### src/design/awce_defs.vh
// Constants of the write command engine: task-file offsets,
// command codes, status and error bits, reset values, timing.
// Assumes inclusion by bare name from the engine source.
`ifndef AWCE_DEFS_VH
`define AWCE_DEFS_VH
// Task-file offsets on the three address pins
`define AWCE_OFS_DATA 3'h0
`define AWCE_OFS_FEAT 3'h1
`define AWCE_OFS_LEN 3'h2
`define AWCE_OFS_SNUM 3'h3
`define AWCE_OFS_MID 3'h4
`define AWCE_OFS_HIGH 3'h5
`define AWCE_OFS_DH 3'h6
`define AWCE_OFS_CMD 3'h7
// Command codes
`define AWCE_CMD_WRS0 8'h30
`define AWCE_CMD_WRS1 8'h31
`define AWCE_CMD_WLONG0 8'h32
`define AWCE_CMD_WLONG1 8'h33
`define AWCE_CMD_WRNE 8'h38
`define AWCE_CMD_WVER 8'h3c
`define AWCE_CMD_WMUL 8'hc5
`define AWCE_CMD_SETMUL 8'hc6
`define AWCE_CMD_WMULNE 8'hcd
`define AWCE_CMD_WBUF 8'he8
// Status bit positions
`define AWCE_ST_BUSY 7
`define AWCE_ST_RDY 6
`define AWCE_ST_WF 5
`define AWCE_ST_SEEK 4
`define AWCE_ST_DRQ 3
`define AWCE_ST_ERR 0
// Error register value for an aborted command
`define AWCE_ER_ABRT 8'h04
// Media operation codes
`define AWCE_OP_WR 2'h0
`define AWCE_OP_WRNE 2'h1
`define AWCE_OP_WVER 2'h2
`define AWCE_OP_BUF 2'h3
// Reset values of the task file
`define AWCE_RST_LEN 8'h01
`define AWCE_RST_SNUM 8'h01
`define AWCE_RST_ZERO 8'h00
`define AWCE_RST_DH 8'ha0
// Status after reset: ready and seek complete, nothing pending
`define AWCE_RST_STAT 8'h50
// Pin sampler idle word: chip select, write and read strobes high
`define AWCE_PIN_IDLE 22'h230000
// Words per sector less one, long-write words less one, sectors for a zero count
`define AWCE_SEC_LAST 9'h0ff
`define AWCE_LONG_LAST 9'h101
`define AWCE_FULL_SECS 9'h100
// Timing: busy is held this long after command acceptance, before DRQ
`define AWCE_T_BUSY_NS 400
`define AWCE_CLK_NS 100
`define AWCE_BUSY_CYC ((`AWCE_T_BUSY_NS / `AWCE_CLK_NS) < 1 ? 1 : \
	(`AWCE_T_BUSY_NS / `AWCE_CLK_NS))
`endif

### src/design/awce_engine.v
// Write command engine of a flash disk: task file, write command
// sequencing, data FIFO towards the flash media.
// Assumes IDE strobes are asynchronous and slow against a 10 MHz
// clock, and that the media answers each sector commit in order.
`timescale 1ns/10ps

// Data FIFO in flip-flops; flags are registered
module awce_fifo #(
	parameter W  = 16,
	parameter D  = 8,
	parameter AW = 3
) (
	input  wire         clock_i,
	input  wire         rst_i,
	input  wire         in_valid_i,
	input  wire [W-1:0] in_data_i,
	output reg          in_ready_o,
	output reg          out_valid_o,
	output wire [W-1:0] out_data_o,
	input  wire         out_ready_i
);
	localparam [AW:0] DEPTH = D[AW:0]; // Depth cut to the fill-level width
	reg [W-1:0]  mem [0:D-1];   // Storage
	reg [AW-1:0] wp;            // Write index
	reg [AW-1:0] rp;            // Read index
	reg [AW:0]   cnt;           // Fill level
	reg [AW:0]   next_cnt;      // Fill level after this edge
	wire         push;          // Word accepted
	wire         pop;           // Word drained

	assign push = in_valid_i & in_ready_o;
	assign pop = out_valid_o & out_ready_i;
	assign out_data_o = mem[rp];

	// Next fill level
	always @* begin
		next_cnt = cnt;
		if (push & ~pop)
			next_cnt = cnt + 1'b1;
		else if (pop & ~push)
			next_cnt = cnt - 1'b1;
	end

	// Pointers and flags
	always @(posedge clock_i) begin
		if (rst_i) begin
			wp <= {AW{1'b0}};
			rp <= {AW{1'b0}};
			cnt <= {(AW+1){1'b0}};
			in_ready_o <= 1'b1;
			out_valid_o <= 1'b0;
		end else begin
			if (push) begin
				mem[wp] <= in_data_i;
				wp <= (wp == DEPTH[AW-1:0] - 1'b1) ? {AW{1'b0}} : wp + 1'b1;
			end
			if (pop)
				rp <= (rp == DEPTH[AW-1:0] - 1'b1) ? {AW{1'b0}} : rp + 1'b1;
			cnt <= next_cnt;
			in_ready_o <= (next_cnt != DEPTH);
			out_valid_o <= (next_cnt != {(AW+1){1'b0}});
		end
	end
endmodule

// Top of the engine
module awce_engine #(
	parameter MAX_BLK = 16,     // Largest block size accepted
	parameter FDEPTH  = 8       // FIFO depth in words
) (
	input  wire        clock_i,
	input  wire        rst_i,
	input  wire        ide_cs_n_i,
	input  wire [2:0]  ide_addr_i,
	input  wire        ide_wr_n_i,
	input  wire        ide_rd_n_i,
	input  wire [15:0] ide_d_i,
	output reg  [15:0] ide_d_o,
	output reg         ide_d_oe_n_o,
	output reg         ide_intrq_o,
	output wire        media_valid_o,
	output wire [15:0] media_data_o,
	input  wire        media_ready_i,
	output reg         media_commit_o,
	output reg  [27:0] media_lba_o,
	output reg  [1:0]  media_op_o,
	input  wire        media_done_i,
	input  wire        media_fail_i
);
`include "awce_defs.vh"
	localparam [2:0] ST_IDLE = 3'h0;
	localparam [2:0] ST_SETUP = 3'h1;
	localparam [2:0] ST_XFER = 3'h2;
	localparam [2:0] ST_DRAIN = 3'h3;
	localparam integer BUSY_INT = `AWCE_BUSY_CYC;
	localparam [3:0] BUSY_CYC = BUSY_INT[3:0];   // Busy hold in clocks
	localparam [8:0] MAXB = MAX_BLK[8:0];         // Largest block, counter width

	// Pin samplers; only stage two feeds logic
	reg [21:0] pin1;            // First sampler stage
	reg [21:0] pin2;            // Second sampler stage
	reg        wr_d;            // Delayed write strobe
	reg        rd_d;            // Delayed read strobe
	// Task file
	reg [7:0]  feat;            // Feature select
	reg [7:0]  tlen;            // Transfer length
	reg [7:0]  snum;            // Start sector index
	reg [7:0]  amid;            // Address mid byte
	reg [7:0]  ahigh;           // Address high byte
	reg [7:0]  dh;              // Drive/head select
	reg [7:0]  errr;            // Error register
	reg [7:0]  stat;            // Status as read
	// Command state
	reg [2:0]  st;              // Sequencer state
	reg [3:0]  tmr;             // Busy hold timer
	reg        busy;            // Busy flag
	reg        drq;             // Data request
	reg        err;             // Error flag
	reg        wf;              // Write fault
	reg [7:0]  blk;             // Block size, 0 = multiple off
	reg        multi;           // Multiple mode command
	reg        lng;             // Long write
	reg [1:0]  op;              // Media operation
	reg [27:0] slba;            // Start address
	reg [8:0]  total;           // Sectors requested
	reg [8:0]  sent;            // Sectors received
	reg [8:0]  okc;             // Sectors written well
	reg [8:0]  inblk;           // Sectors left in block
	reg [8:0]  wcnt;            // Word index within sector
	reg [8:0]  pend;            // Commits awaiting answer
	reg        fail;            // A sector failed
	reg        fpush;           // FIFO push strobe
	reg [15:0] fdata;           // FIFO push word
	wire       f_rdy;           // FIFO has room
	wire       wr_e;            // Host write taken
	wire       rd_s;            // Host read starts
	wire       rd_x;            // Host read ends
	wire [2:0] ra;              // Register offset
	wire [15:0] hd;             // Host data
	wire [8:0] bs;              // Effective block size
	wire       last_w;          // Last word of sector
	wire       ok_done;         // Good answer this cycle
	wire       bad_done;        // First failure this cycle
	wire [8:0] next_pend;       // Outstanding after edge
	wire [27:0] ok_lba;         // Address of failing sector
	wire       int_set;         // Interrupt event

	assign ra = pin2[20:18];
	assign hd = pin2[15:0];
	assign wr_e = ~pin2[21] & pin2[17] & ~wr_d;
	assign rd_s = ~pin2[21] & ~pin2[16] & rd_d;
	assign rd_x = pin2[16] & ~rd_d;
	assign bs = multi ? {1'b0, blk} : 9'h001;
	assign last_w = (wcnt == (lng ? `AWCE_LONG_LAST : `AWCE_SEC_LAST));
	assign ok_done = media_done_i & ~media_fail_i & ~fail;
	assign bad_done = media_done_i & media_fail_i & ~fail;
	assign next_pend = pend + {8'h00, media_commit_o} - {8'h00, media_done_i};
	assign ok_lba = slba + {19'h0, okc};

	// Sectors in the next block: full block or the remainder
	function [8:0] blen;
		input [8:0] left;
		input [8:0] size;
		begin
			blen = (left < size) ? left : size;
		end
	endfunction

	// Size supported when a power of two within range
	function okblk;
		input [7:0] v;
		begin
			okblk = ((v & (v - 8'h01)) == 8'h00) && ({1'b0, v} <= MAXB);
		end
	endfunction

	awce_fifo #(
		.W  (16),
		.D  (FDEPTH),
		.AW (3)
	) u_fifo (
		.clock_i     (clock_i),
		.rst_i       (rst_i),
		.in_valid_i  (fpush),
		.in_data_i   (fdata),
		.in_ready_o  (f_rdy),
		.out_valid_o (media_valid_o),
		.out_data_o  (media_data_o),
		.out_ready_i (media_ready_i)
	);

	// Two-stage sampling of every IDE pin
	always @(posedge clock_i) begin
		if (rst_i) begin
			pin1 <= `AWCE_PIN_IDLE;
			pin2 <= `AWCE_PIN_IDLE;
			wr_d <= 1'b1;
			rd_d <= 1'b1;
		end else begin
			pin1 <= {ide_cs_n_i, ide_addr_i, ide_wr_n_i, ide_rd_n_i, ide_d_i};
			pin2 <= pin1;
			wr_d <= pin2[17];
			rd_d <= pin2[16];
		end
	end

	// Read port: drive on strobe, release after it
	always @(posedge clock_i) begin
		if (rst_i) begin
			ide_d_o <= 16'h0000;
			ide_d_oe_n_o <= 1'b1;
		end else if (rd_s) begin
			ide_d_oe_n_o <= 1'b0;
			if (ra == `AWCE_OFS_FEAT)
				ide_d_o <= {8'h00, errr};
			else if (ra == `AWCE_OFS_LEN)
				ide_d_o <= {8'h00, tlen};
			else if (ra == `AWCE_OFS_SNUM)
				ide_d_o <= {8'h00, snum};
			else if (ra == `AWCE_OFS_MID)
				ide_d_o <= {8'h00, amid};
			else if (ra == `AWCE_OFS_HIGH)
				ide_d_o <= {8'h00, ahigh};
			else if (ra == `AWCE_OFS_DH)
				ide_d_o <= {8'h00, dh};
			else if (ra == `AWCE_OFS_CMD)
				ide_d_o <= {8'h00, stat};
			else
				ide_d_o <= 16'h0000; // Data port is write-only here
		end else if (rd_x) begin
			ide_d_oe_n_o <= 1'b1;
		end
	end

	// Interrupt: set wins over the clear of a status read
	always @(posedge clock_i) begin
		if (rst_i)
			ide_intrq_o <= 1'b0;
		else if (int_set)
			ide_intrq_o <= 1'b1;
		else if (rd_s && ra == `AWCE_OFS_CMD)
			ide_intrq_o <= 1'b0;
	end

	// Status image; a full FIFO shows as busy to stall the host
	always @(posedge clock_i) begin
		if (rst_i)
			stat <= `AWCE_RST_STAT;
		else begin
			stat <= 8'h00;
			stat[`AWCE_ST_BUSY] <= busy | (drq & ~f_rdy);
			stat[`AWCE_ST_RDY] <= 1'b1;
			stat[`AWCE_ST_WF] <= wf;
			stat[`AWCE_ST_SEEK] <= 1'b1;
			stat[`AWCE_ST_DRQ] <= drq & f_rdy;
			stat[`AWCE_ST_ERR] <= err;
		end
	end

	// Interrupt events from the sequencer
	reg ev;                     // Interrupt request this cycle
	assign int_set = ev;

	// Command sequencer and task file
	always @(posedge clock_i) begin
		if (rst_i) begin
			feat <= `AWCE_RST_ZERO;
			tlen <= `AWCE_RST_LEN;
			snum <= `AWCE_RST_SNUM;
			amid <= `AWCE_RST_ZERO;
			ahigh <= `AWCE_RST_ZERO;
			dh <= `AWCE_RST_DH;
			errr <= `AWCE_RST_ZERO;
			st <= ST_IDLE;
			tmr <= 4'h0;
			busy <= 1'b0;
			drq <= 1'b0;
			err <= 1'b0;
			wf <= 1'b0;
			blk <= 8'h00;
			multi <= 1'b0;
			lng <= 1'b0;
			op <= `AWCE_OP_WR;
			slba <= 28'h0;
			total <= 9'h0;
			sent <= 9'h0;
			okc <= 9'h0;
			inblk <= 9'h0;
			wcnt <= 9'h0;
			pend <= 9'h0;
			fail <= 1'b0;
			fpush <= 1'b0;
			fdata <= 16'h0000;
			ev <= 1'b0;
			media_commit_o <= 1'b0;
			media_lba_o <= 28'h0;
			media_op_o <= `AWCE_OP_WR;
		end else begin
			ev <= 1'b0;
			fpush <= 1'b0;
			media_commit_o <= 1'b0;
			pend <= next_pend;
			// Media answers arrive in order
			if (ok_done)
				okc <= okc + 9'h001;
			if (bad_done)
				fail <= 1'b1;
			// Task-file writes only while idle
			if (wr_e && st == ST_IDLE && !busy) begin
				if (ra == `AWCE_OFS_FEAT)
					feat <= hd[7:0];
				else if (ra == `AWCE_OFS_LEN)
					tlen <= hd[7:0];
				else if (ra == `AWCE_OFS_SNUM)
					snum <= hd[7:0];
				else if (ra == `AWCE_OFS_MID)
					amid <= hd[7:0];
				else if (ra == `AWCE_OFS_HIGH)
					ahigh <= hd[7:0];
				else if (ra == `AWCE_OFS_DH)
					dh <= hd[7:0];
			end
			case (st)
			ST_IDLE: begin
				if (wr_e && ra == `AWCE_OFS_CMD) begin
					err <= 1'b0;
					wf <= 1'b0;
					errr <= 8'h00;
					fail <= 1'b0;
					okc <= 9'h0;
					sent <= 9'h0;
					wcnt <= 9'h0;
					multi <= 1'b0;
					lng <= 1'b0;
					tmr <= 4'h0;
					// Linear address from the task file
					slba <= {dh[3:0], ahigh, amid, snum};
					total <= (tlen == 8'h00) ? `AWCE_FULL_SECS : {1'b0, tlen};
					busy <= 1'b1;
					st <= ST_SETUP;
					case (hd[7:0])
					`AWCE_CMD_WRS0, `AWCE_CMD_WRS1: op <= `AWCE_OP_WR;
					`AWCE_CMD_WRNE: op <= `AWCE_OP_WRNE;
					`AWCE_CMD_WVER: op <= `AWCE_OP_WVER;
					`AWCE_CMD_WLONG0, `AWCE_CMD_WLONG1: begin
						op <= `AWCE_OP_WR;
						lng <= 1'b1;
						total <= 9'h001;
					end
					`AWCE_CMD_WBUF: begin
						op <= `AWCE_OP_BUF;
						total <= 9'h001;
						slba <= 28'h0;
					end
					`AWCE_CMD_WMUL, `AWCE_CMD_WMULNE: begin
						multi <= 1'b1;
						op <= (hd[7:0] == `AWCE_CMD_WMUL) ? `AWCE_OP_WR :
							`AWCE_OP_WRNE;
						if (blk == 8'h00) begin
							// No block size set, or multiple disabled
							busy <= 1'b0;
							err <= 1'b1;
							errr <= `AWCE_ER_ABRT;
							ev <= 1'b1;
							st <= ST_IDLE;
						end
					end
					`AWCE_CMD_SETMUL: begin
						busy <= 1'b0;
						ev <= 1'b1;
						st <= ST_IDLE;
						if (tlen == 8'h00)
							blk <= 8'h00;
						else if (okblk(tlen))
							blk <= tlen;
						else begin
							blk <= 8'h00;
							err <= 1'b1;
							errr <= `AWCE_ER_ABRT;
						end
					end
					default: begin
						// Unknown or unhandled code
						busy <= 1'b0;
						err <= 1'b1;
						errr <= `AWCE_ER_ABRT;
						ev <= 1'b1;
						st <= ST_IDLE;
					end
					endcase
				end
			end
			ST_SETUP: begin
				// Busy held long enough to be seen, then DRQ
				tmr <= tmr + 4'h1;
				if (tmr == BUSY_CYC - 4'h1) begin
					busy <= 1'b0;
					drq <= 1'b1;
					inblk <= blen(total, bs);
					st <= ST_XFER; // No interrupt on first fill
				end
			end
			ST_XFER: begin
				if (wr_e && ra == `AWCE_OFS_DATA) begin
					wcnt <= last_w ? 9'h0 : wcnt + 9'h001;
					// Long-write trailer words never reach media
					if (wcnt <= `AWCE_SEC_LAST) begin
						fpush <= 1'b1;
						fdata <= hd;
					end
					if (last_w) begin
						media_commit_o <= 1'b1;
						media_lba_o <= slba + {19'h0, sent};
						media_op_o <= op;
						sent <= sent + 9'h001;
						inblk <= inblk - 9'h001;
						if (inblk == 9'h001) begin
							// Block received: busy until media answers
							drq <= 1'b0;
							busy <= 1'b1;
							st <= ST_DRAIN;
						end
					end
				end
			end
			ST_DRAIN: begin
				if (next_pend == 9'h0 && !media_commit_o) begin
					if (fail || bad_done) begin
						// Stop at failing sector; residual count
						{dh[3:0], ahigh, amid, snum} <= ok_lba;
						tlen <= total[7:0] - okc[7:0];
						err <= 1'b1;
						wf <= 1'b1;
						errr <= `AWCE_ER_ABRT;
						busy <= 1'b0;
						ev <= 1'b1;
						st <= ST_IDLE;
					end else if (sent == total) begin
						if (op != `AWCE_OP_BUF) begin
							{dh[3:0], ahigh, amid, snum} <= slba + {19'h0, total} - 28'h1;
							tlen <= 8'h00;
						end
						busy <= 1'b0;
						ev <= 1'b1;
						st <= ST_IDLE;
					end else begin
						// Next block or sector: DRQ with interrupt
						busy <= 1'b0;
						drq <= 1'b1;
						ev <= 1'b1;
						inblk <= blen(total - sent, bs);
						st <= ST_XFER;
					end
				end
			end
			default: st <= ST_IDLE;
			endcase
		end
	end
endmodule

### config.mk
export PLATFORM = sky130hd
export DESIGN_NAME = awce_engine
export DESIGN_NICKNAME = d
export VERILOG_FILES = /design/src/design/awce_engine.v
export VERILOG_INCLUDE_DIRS = /design/src /design/src/design
export SDC_FILE = /design/constraint.sdc
export NUM_CORES = 1
export LEC_CHECK = 0
export BUFFER_PORTS_ARGS = -buffer_cell sky130_fd_sc_hd__buf_2
export CORE_ASPECT_RATIO = 1.1
export CORE_MARGIN = 2
export CORE_UTILIZATION = 35
export CTS_CLUSTER_SIZE = 40
export DETAILED_ROUTE_END_ITERATION = 7
export SLEW_MARGIN = 0
export SYNTH_ARGS = -nofsm -noshare
export SYNTH_HDL_FRONTEND = slang
export SYNTH_SLANG_ARGS = --single-unit
### constraint.sdc
create_clock -name clock_i -period 9.1 [get_ports clock_i]
set_clock_uncertainty 0.05 [all_clocks]
set_input_delay 0.455 -clock clock_i [delete_from_list [all_inputs] [get_ports clock_i]]
set_output_delay 0.455 -clock clock_i [all_outputs]
set_load 0.05 [all_outputs]
==> results.sh, run 1 <==
export IMPL_status="finished clean"
export IMPL_die_h_um=257.5
export IMPL_wl_per_cell_um=19.82
export IMPL_cts_sinks=397
export IMPL_drive_above_1_share=0.1297
export IMPL_critPathBufInv=1
export IMPL_worst_slew_pin_slew_ns=1.279
export IMPL_htreeDepth=2
export IMPL_critPathTopFamily="compound AO/OA/AOI/OAI gates"
export IMPL_path_cells="inv_1 -> ha_1 -> fa_1 -> nand2b_1 -> a21boi_0 -> o21a_1 -> o21ai_0 -> nand2b_1 -> xor2_1 -> ha_1 -> a21o_1 -> a21oi_1 -> o21ai_0 -> nor2_1 -> a311oi_1 -> a211oi_1"
export IMPL_irDropWorstVdd_mv=0.1192
export IMPL_syn_area_sq_mm=0.02044
export IMPL_vias=15720
export IMPL_cts_buffer_depth=3
export IMPL_rsz0062_at_grt="false"
export IMPL_slowest_delay_ns=0.40
export IMPL_die_area_sq_mm=0.06036
export IMPL_antenna_cells=0
export IMPL_worstSetupStartpointType="flip-flop"
export IMPL_timing_final_crit_share=0.4324
export IMPL_routed_wl_mm=57.38
export IMPL_placementRows=92
export IMPL_antenna_found_initial=0
export IMPL_relSlewSlack=0.1393
export IMPL_cts_buffers=43
export IMPL_slowest_stage="fa_1"
export IMPL_postSynthCellCount=2042
export IMPL_crit_arrival_ns=4.38
export IMPL_grt_max_degree=73
export IMPL_fmax_mhz=254.1
export IMPL_ys_types=80
export IMPL_coreArea_sq_mm=0.05756
export IMPL_cts_root_buf="clkbuf_16"
export IMPL_portBuffers=84
export IMPL_cp_max_fo=5
export IMPL_drtPass1Iterations=6
export IMPL_cts_reportedPaths_clkPinSlew_ns=0.06
export IMPL_synth_yosys_warnings=0
export IMPL_async_flop_share=0
export IMPL_start_util=0.3552
export IMPL_cts_tree="yes"
export IMPL_detailedPlace_worstSlack_ns=5.016
export IMPL_finalMaxSlewViolations=0
export IMPL_min_path_type="in2reg"
export IMPL_setup_worst_path_class="reg2reg"
export IMPL_grt_overflow_total=0
export IMPL_gp_congestion=0.8999
export IMPL_synthFlopType="dfxtp_1"
export IMPL_ant_nets=0
export IMPL_fp_dieW_um=234.4
export IMPL_pin_count=93
export IMPL_clk_latency_ns=0.58
export IMPL_power_density_mw_per_mm2=189.3
export IMPL_layout_setup_ws_ns=5.165
export IMPL_dp_hpwl_mm=40.55
export IMPL_finalCriticalPeriod_ns=3.935
export IMPL_synth_edf_count=128
export IMPL_final_setup_tns_ns=0
export IMPL_first_iter_violations=1242
export IMPL_first_global_vias=15640
export IMPL_grt_use_total=0.1893
export IMPL_cp_required_ns=9.54
export IMPL_power_mw=4.375
export IMPL_area_delta_synth_final_pct=13.04
export IMPL_ys_seq_area_frac=0.4515
export IMPL_via_per_inst=5.431
export IMPL_nets=2270
export IMPL_max_cap_violations=0
export IMPL_drcViolationCount=0
export IMPL_ctsResizeCount=0
export IMPL_setup_viol=0
export IMPL_grt_pass1_wl_mm=89.08
export IMPL_syn_area_per_cell_sq_um=10.01
export IMPL_synth_seq_cells=397
export IMPL_post_route_util=0.4015
export IMPL_total_leakage_power_nw=9.138
export IMPL_placed_cells=2815
export IMPL_hold_viol_final=0
export IMPL_layout_cells_non_filler=2895
export IMPL_end_kind="flip-flop"
## cells by family (layout without fill, tap and decap cells)
kind of cell,Yosys count,in the layout,synth area share
XOR/XNOR,103,103,0.04413
buffers and inverters,212,306,0.04113
multiplexers,127,127,0.08440
other,1,8,0.0001834
adder cells (fa/ha/maj),132,132,0.08300
AND/OR/NAND/NOR,599,599,0.1457
AO/OA/AOI/OAI,471,471,0.1500
flip-flops,397,397,0.4515
## cells in the mapped netlist, types with 34 or more instances
cell type	count	area, sq um
a211oi_1	42	315.3
a21oi_1	110	550.5
clkbuf_1	64	240.2
dfxtp_1	269	5385
edfxtp_1	128	3844
ha_1	126	1577
inv_1	121	454.2
mux2i_1	61	610.6
nand2_1	145	544.3
nand3_1	42	210.2
nor2_1	165	619.3
nor2b_1	56	350.3
nor3_1	42	210.2
o21ai_0	122	610.6
xnor2_1	69	604.3
xor2_1	34	297.8
## worst reg2reg max path: cells and delay by family (launching register included)
family / cells / cell delay (ns)
AO/OA/AOI/OAI: 8 / 1.55
XOR/XNOR: 1 / 0.26
adder cells (fa/ha/maj): 3 / 0.95
buffers and inverters: 1 / 0.13
flip-flops: 1 / 0.36
AND/OR/NAND/NOR: 3 / 0.54
## flip-flops by register name, indices dropped and copies added, names as in the netlist, 9 cells and up, named ones only
register     flops
fdata           16
u_fifo.mem     128
wcnt             9
media_lba_o     28
pin2            22
total            9
pin1            22
slba            28
sent             9
okc              9
pend             9
inblk            9
## layout make-up
class	count	area (sq um)
inverters	121	454.2
multi-input cells	1440	10440
repair buffers	108	614.3
well taps	752	940.9
clock inverters	21	267.8
fillers	5697	34450
clock buffers	56	1165
flip-flops and latches	397	9231
## layout by cell type (no fill, tap or decap), types with 34 or more instances in the layout
cell type,instances
a211oi_1,42
a21oi_1,110
buf_2,83
clkbuf_16,43
dfxtp_1,267
edfxtp_1,128
ha_1,126
inv_1,121
mux2i_1,61
nand2_1,144
nand3_1,42
nor2_1,164
nor2b_1,56
nor3_1,40
o21ai_0,122
xnor2_1,69
xor2_1,34
## what timing repair did
action                                  CTS  global route
hold endpoints to repair                  3             0
endpoints found under the setup margin    0             0
setup buffers                             0             0
hold buffers                              3             0
## path summary, 6_finish.rpt
check / start / to / slack, ns / cells after the start
setup / recovery: total[0] / inblk[1] / 5.17 / 16
hold / removal: ide_d_i[2] / pin1[2] / 0.04 / 2
setup reg to reg: total[0] / inblk[1] / 5.17 / 16
hold reg to reg: pin1[16] / pin2[16] / 0.36 / 1
## per-stage QoR
step | hold WS (ns) | area [sq um]
3_3_place_gp | 0.3460 | 21650
6_report | 0.04020 | 23110
2_1_floorplan | 0.3395 | 20470
4_1_cts | 0.007062 | 23110
5_1_grt | 0.03762 | 23110
3_5_place_dp | 0.3470 | 21650
## metal layers
layer	share of wire	GRT usage	up-vias
met1	0.44	0.2445	7648
li1	-	-	7508
met2	0.48	0.3153	459
met4	0.029	0.06761	0
met5	0	0	-
met3	0.057	0.03413	108
## report_power, final
group	switching, mW	internal [mW]	leakage [nW]	total (mW)
Sequential	0.0540	1.87	3.37	1.92
Combinational	0.391	0.258	5.08	0.649
Clock	0.751	1.05	0.687	1.80
Total	1.20	3.18	9.14	4.38
(Power assumes the default switching activity.)
==> run 2, diff against run 1 <==
==> constraint.sdc (replaced) <==
create_clock -name clock_i -period 3.5 [get_ports clock_i]
set_clock_uncertainty 0.05 [all_clocks]
set_input_delay 0.175 -clock clock_i [delete_from_list [all_inputs] [get_ports clock_i]]
set_output_delay 0.175 -clock clock_i [all_outputs]
set_load 0.05 [all_outputs]
==> results.sh, run 2 (synthesis gave the netlist of run 1 again) <==
export IMPL_first_iter_violations=1136
export IMPL_htreeDepth=2
export IMPL_fmax_mhz=296.6
export IMPL_max_cap_violations=0
export IMPL_worstSetupStartpointType="flip-flop"
export IMPL_coreArea_sq_mm=0.05756
export IMPL_min_path_type="in2reg"
export IMPL_end_kind="flip-flop"
export IMPL_vias=16110
export IMPL_n_fill_cell=5607
export IMPL_status="finished clean"
export IMPL_drcViolationCount=0
export IMPL_cts_tree="yes"
export IMPL_clk_latency_ns=0.58
export IMPL_cp_required_ns=3.92
export IMPL_irDropWorstVdd_mv=0.3525
export IMPL_slowest_delay_ns=0.55
export IMPL_drive_above_1_share=0.1667
export IMPL_cts_sinks=397
export IMPL_hold_viol_final=0
export IMPL_post_route_util=0.4172
export IMPL_final_setup_tns_ns=0
export IMPL_via_per_inst=5.378
export IMPL_cts_buffer_depth=3
export IMPL_crit_arrival_ns=3.79
export IMPL_final_common_cell="dfxtp_1"
export IMPL_cts_buffers=43
export IMPL_placementRows=92
export IMPL_power_density_mw_per_mm2=480.7
export IMPL_portBuffers=84
export IMPL_nets=2368
export IMPL_relSlewSlack=0.2440
export IMPL_final_cell_mix="dfxtp_1 (266), nor2_1 (163), nand2_1 (145)"
export IMPL_dp_hpwl_mm=41.29
export IMPL_wl_per_cell_um=19.38
export IMPL_largest_reg_flops=128
export IMPL_setup_worst_path_class="reg2reg"
export IMPL_finalCriticalPeriod_ns=3.372
export IMPL_antenna_found_initial=2
export IMPL_detailedPlace_worstSlack_ns=-0.09329
export IMPL_pin_count=93
export IMPL_path_cells="inv_1 -> ha_1 -> inv_1 -> ha_1 -> fa_2 -> or4_4 -> nor3_2 -> buf_4 -> nand4_4 -> o31ai_1 -> buf_4 -> nor2_1 -> a221o_1"
export IMPL_ant_nets=0
export IMPL_fp_dieW_um=234.4
export IMPL_layout_setup_ws_ns=0.1281
export IMPL_setup_viol=0
export IMPL_worst_slew_pin_slew_ns=1.125
export IMPL_cts_root_buf="clkbuf_16"
export IMPL_antenna_cells=0
export IMPL_max_flop_register="u_fifo.mem"
export IMPL_largestRegisters="u_fifo.mem x128, media_lba_o x28, slba x28"
export IMPL_first_global_vias=16020
export IMPL_start_util=0.3552
export IMPL_drtPass1Iterations=5
export IMPL_grt_max_degree=74
export IMPL_finalMaxSlewViolations=0
export IMPL_die_area_sq_mm=0.06036
export IMPL_die_h_um=257.5
export IMPL_total_leakage_power_nw=9.673
export IMPL_power_mw=11.54
export IMPL_timing_final_crit_share=0.9634
export IMPL_area_delta_synth_final_pct=17.46
export IMPL_routed_wl_mm=58.05
export IMPL_grt_pass1_wl_mm=89.56
export IMPL_cts_reportedPaths_clkPinSlew_ns=0.06
export IMPL_gp_congestion=0.8973
export IMPL_grt_overflow_total=0
export IMPL_slowest_stage="or4_4"
export IMPL_hold_slack_ns=0.2713
export IMPL_cp_max_fo=14
export IMPL_grt_use_total=0.1906
run 2: routing by layer:
layer	global-route usage	vias up	share of wire
met3	0.03524	124	0.064
met5	0	-	0.00052
met1	0.2418	7795	0.43
met4	0.07704	4	0.037
li1	-	7716	-
met2	0.3178	472	0.47
run 2: path summary, 6_finish.rpt:
| path | start | end | slack, ns | depth (start not counted) |
|---|---|---|---|---|
| worst max-delay path | pend[0] | ahigh[7] | 0.13 | 13 |
| worst min-delay path | ide_cs_n_i | pin1[21] | 0.27 | 3 |
| worst min register to register | pin1[17] | pin2[17] | 0.36 | 1 |
| worst max register to register | pend[0] | ahigh[7] | 0.13 | 13 |
run 2: layout make-up:
| cell class | instances | area [sq um] | share of cell area |
|---|---|---|---|
| flip-flops and latches | 397 | 9233 | 0.3845 |
| clock buffers | 54 | 1157 | 0.04820 |
| inverters | 121 | 454.2 | 0.01892 |
| repair buffers | 205 | 1419 | 0.05909 |
| clock inverters | 26 | 299.0 | 0.01245 |
| well taps | 752 | 940.9 | 0.03919 |
| multi-input cells | 1441 | 10510 | 0.4376 |
run 2: what timing repair did:
item | CTS | global route
endpoints found under the setup margin | 7 | 44
pin swaps | 1 | 11
cloned | 0 | 1
hold buffers | 27 | 0
resized for setup | 4 | 21
endpoints found under the hold margin | 35 | 0
buffers inserted | 0 | 3
run 2: where the power goes:
group | total [mW] | switching [mW] | internal, mW
clock | 4.70 | 1.96 | 2.75
combinational | 1.84 | 1.05 | 0.793
sequential | 5.00 | 0.135 | 4.86
total | 11.5 | 3.14 | 8.40
run 2: through the flow:
step,cells,cell area (sq um)
after floorplan,2049,20470
after global placement,2885,22170
after detailed placement,2885,22170
after CTS,2992,23900
after global routing,2996,24010
final,2996,24010
run 2: worst max-delay path, delay by kind of cell, from the launching register on:
kind            cells  cell delay, ns
simple gates        4            0.97
fa+ha+maj           3            0.89
compound gates      2            0.55
buf+inv             4            0.47
flops               1            0.30
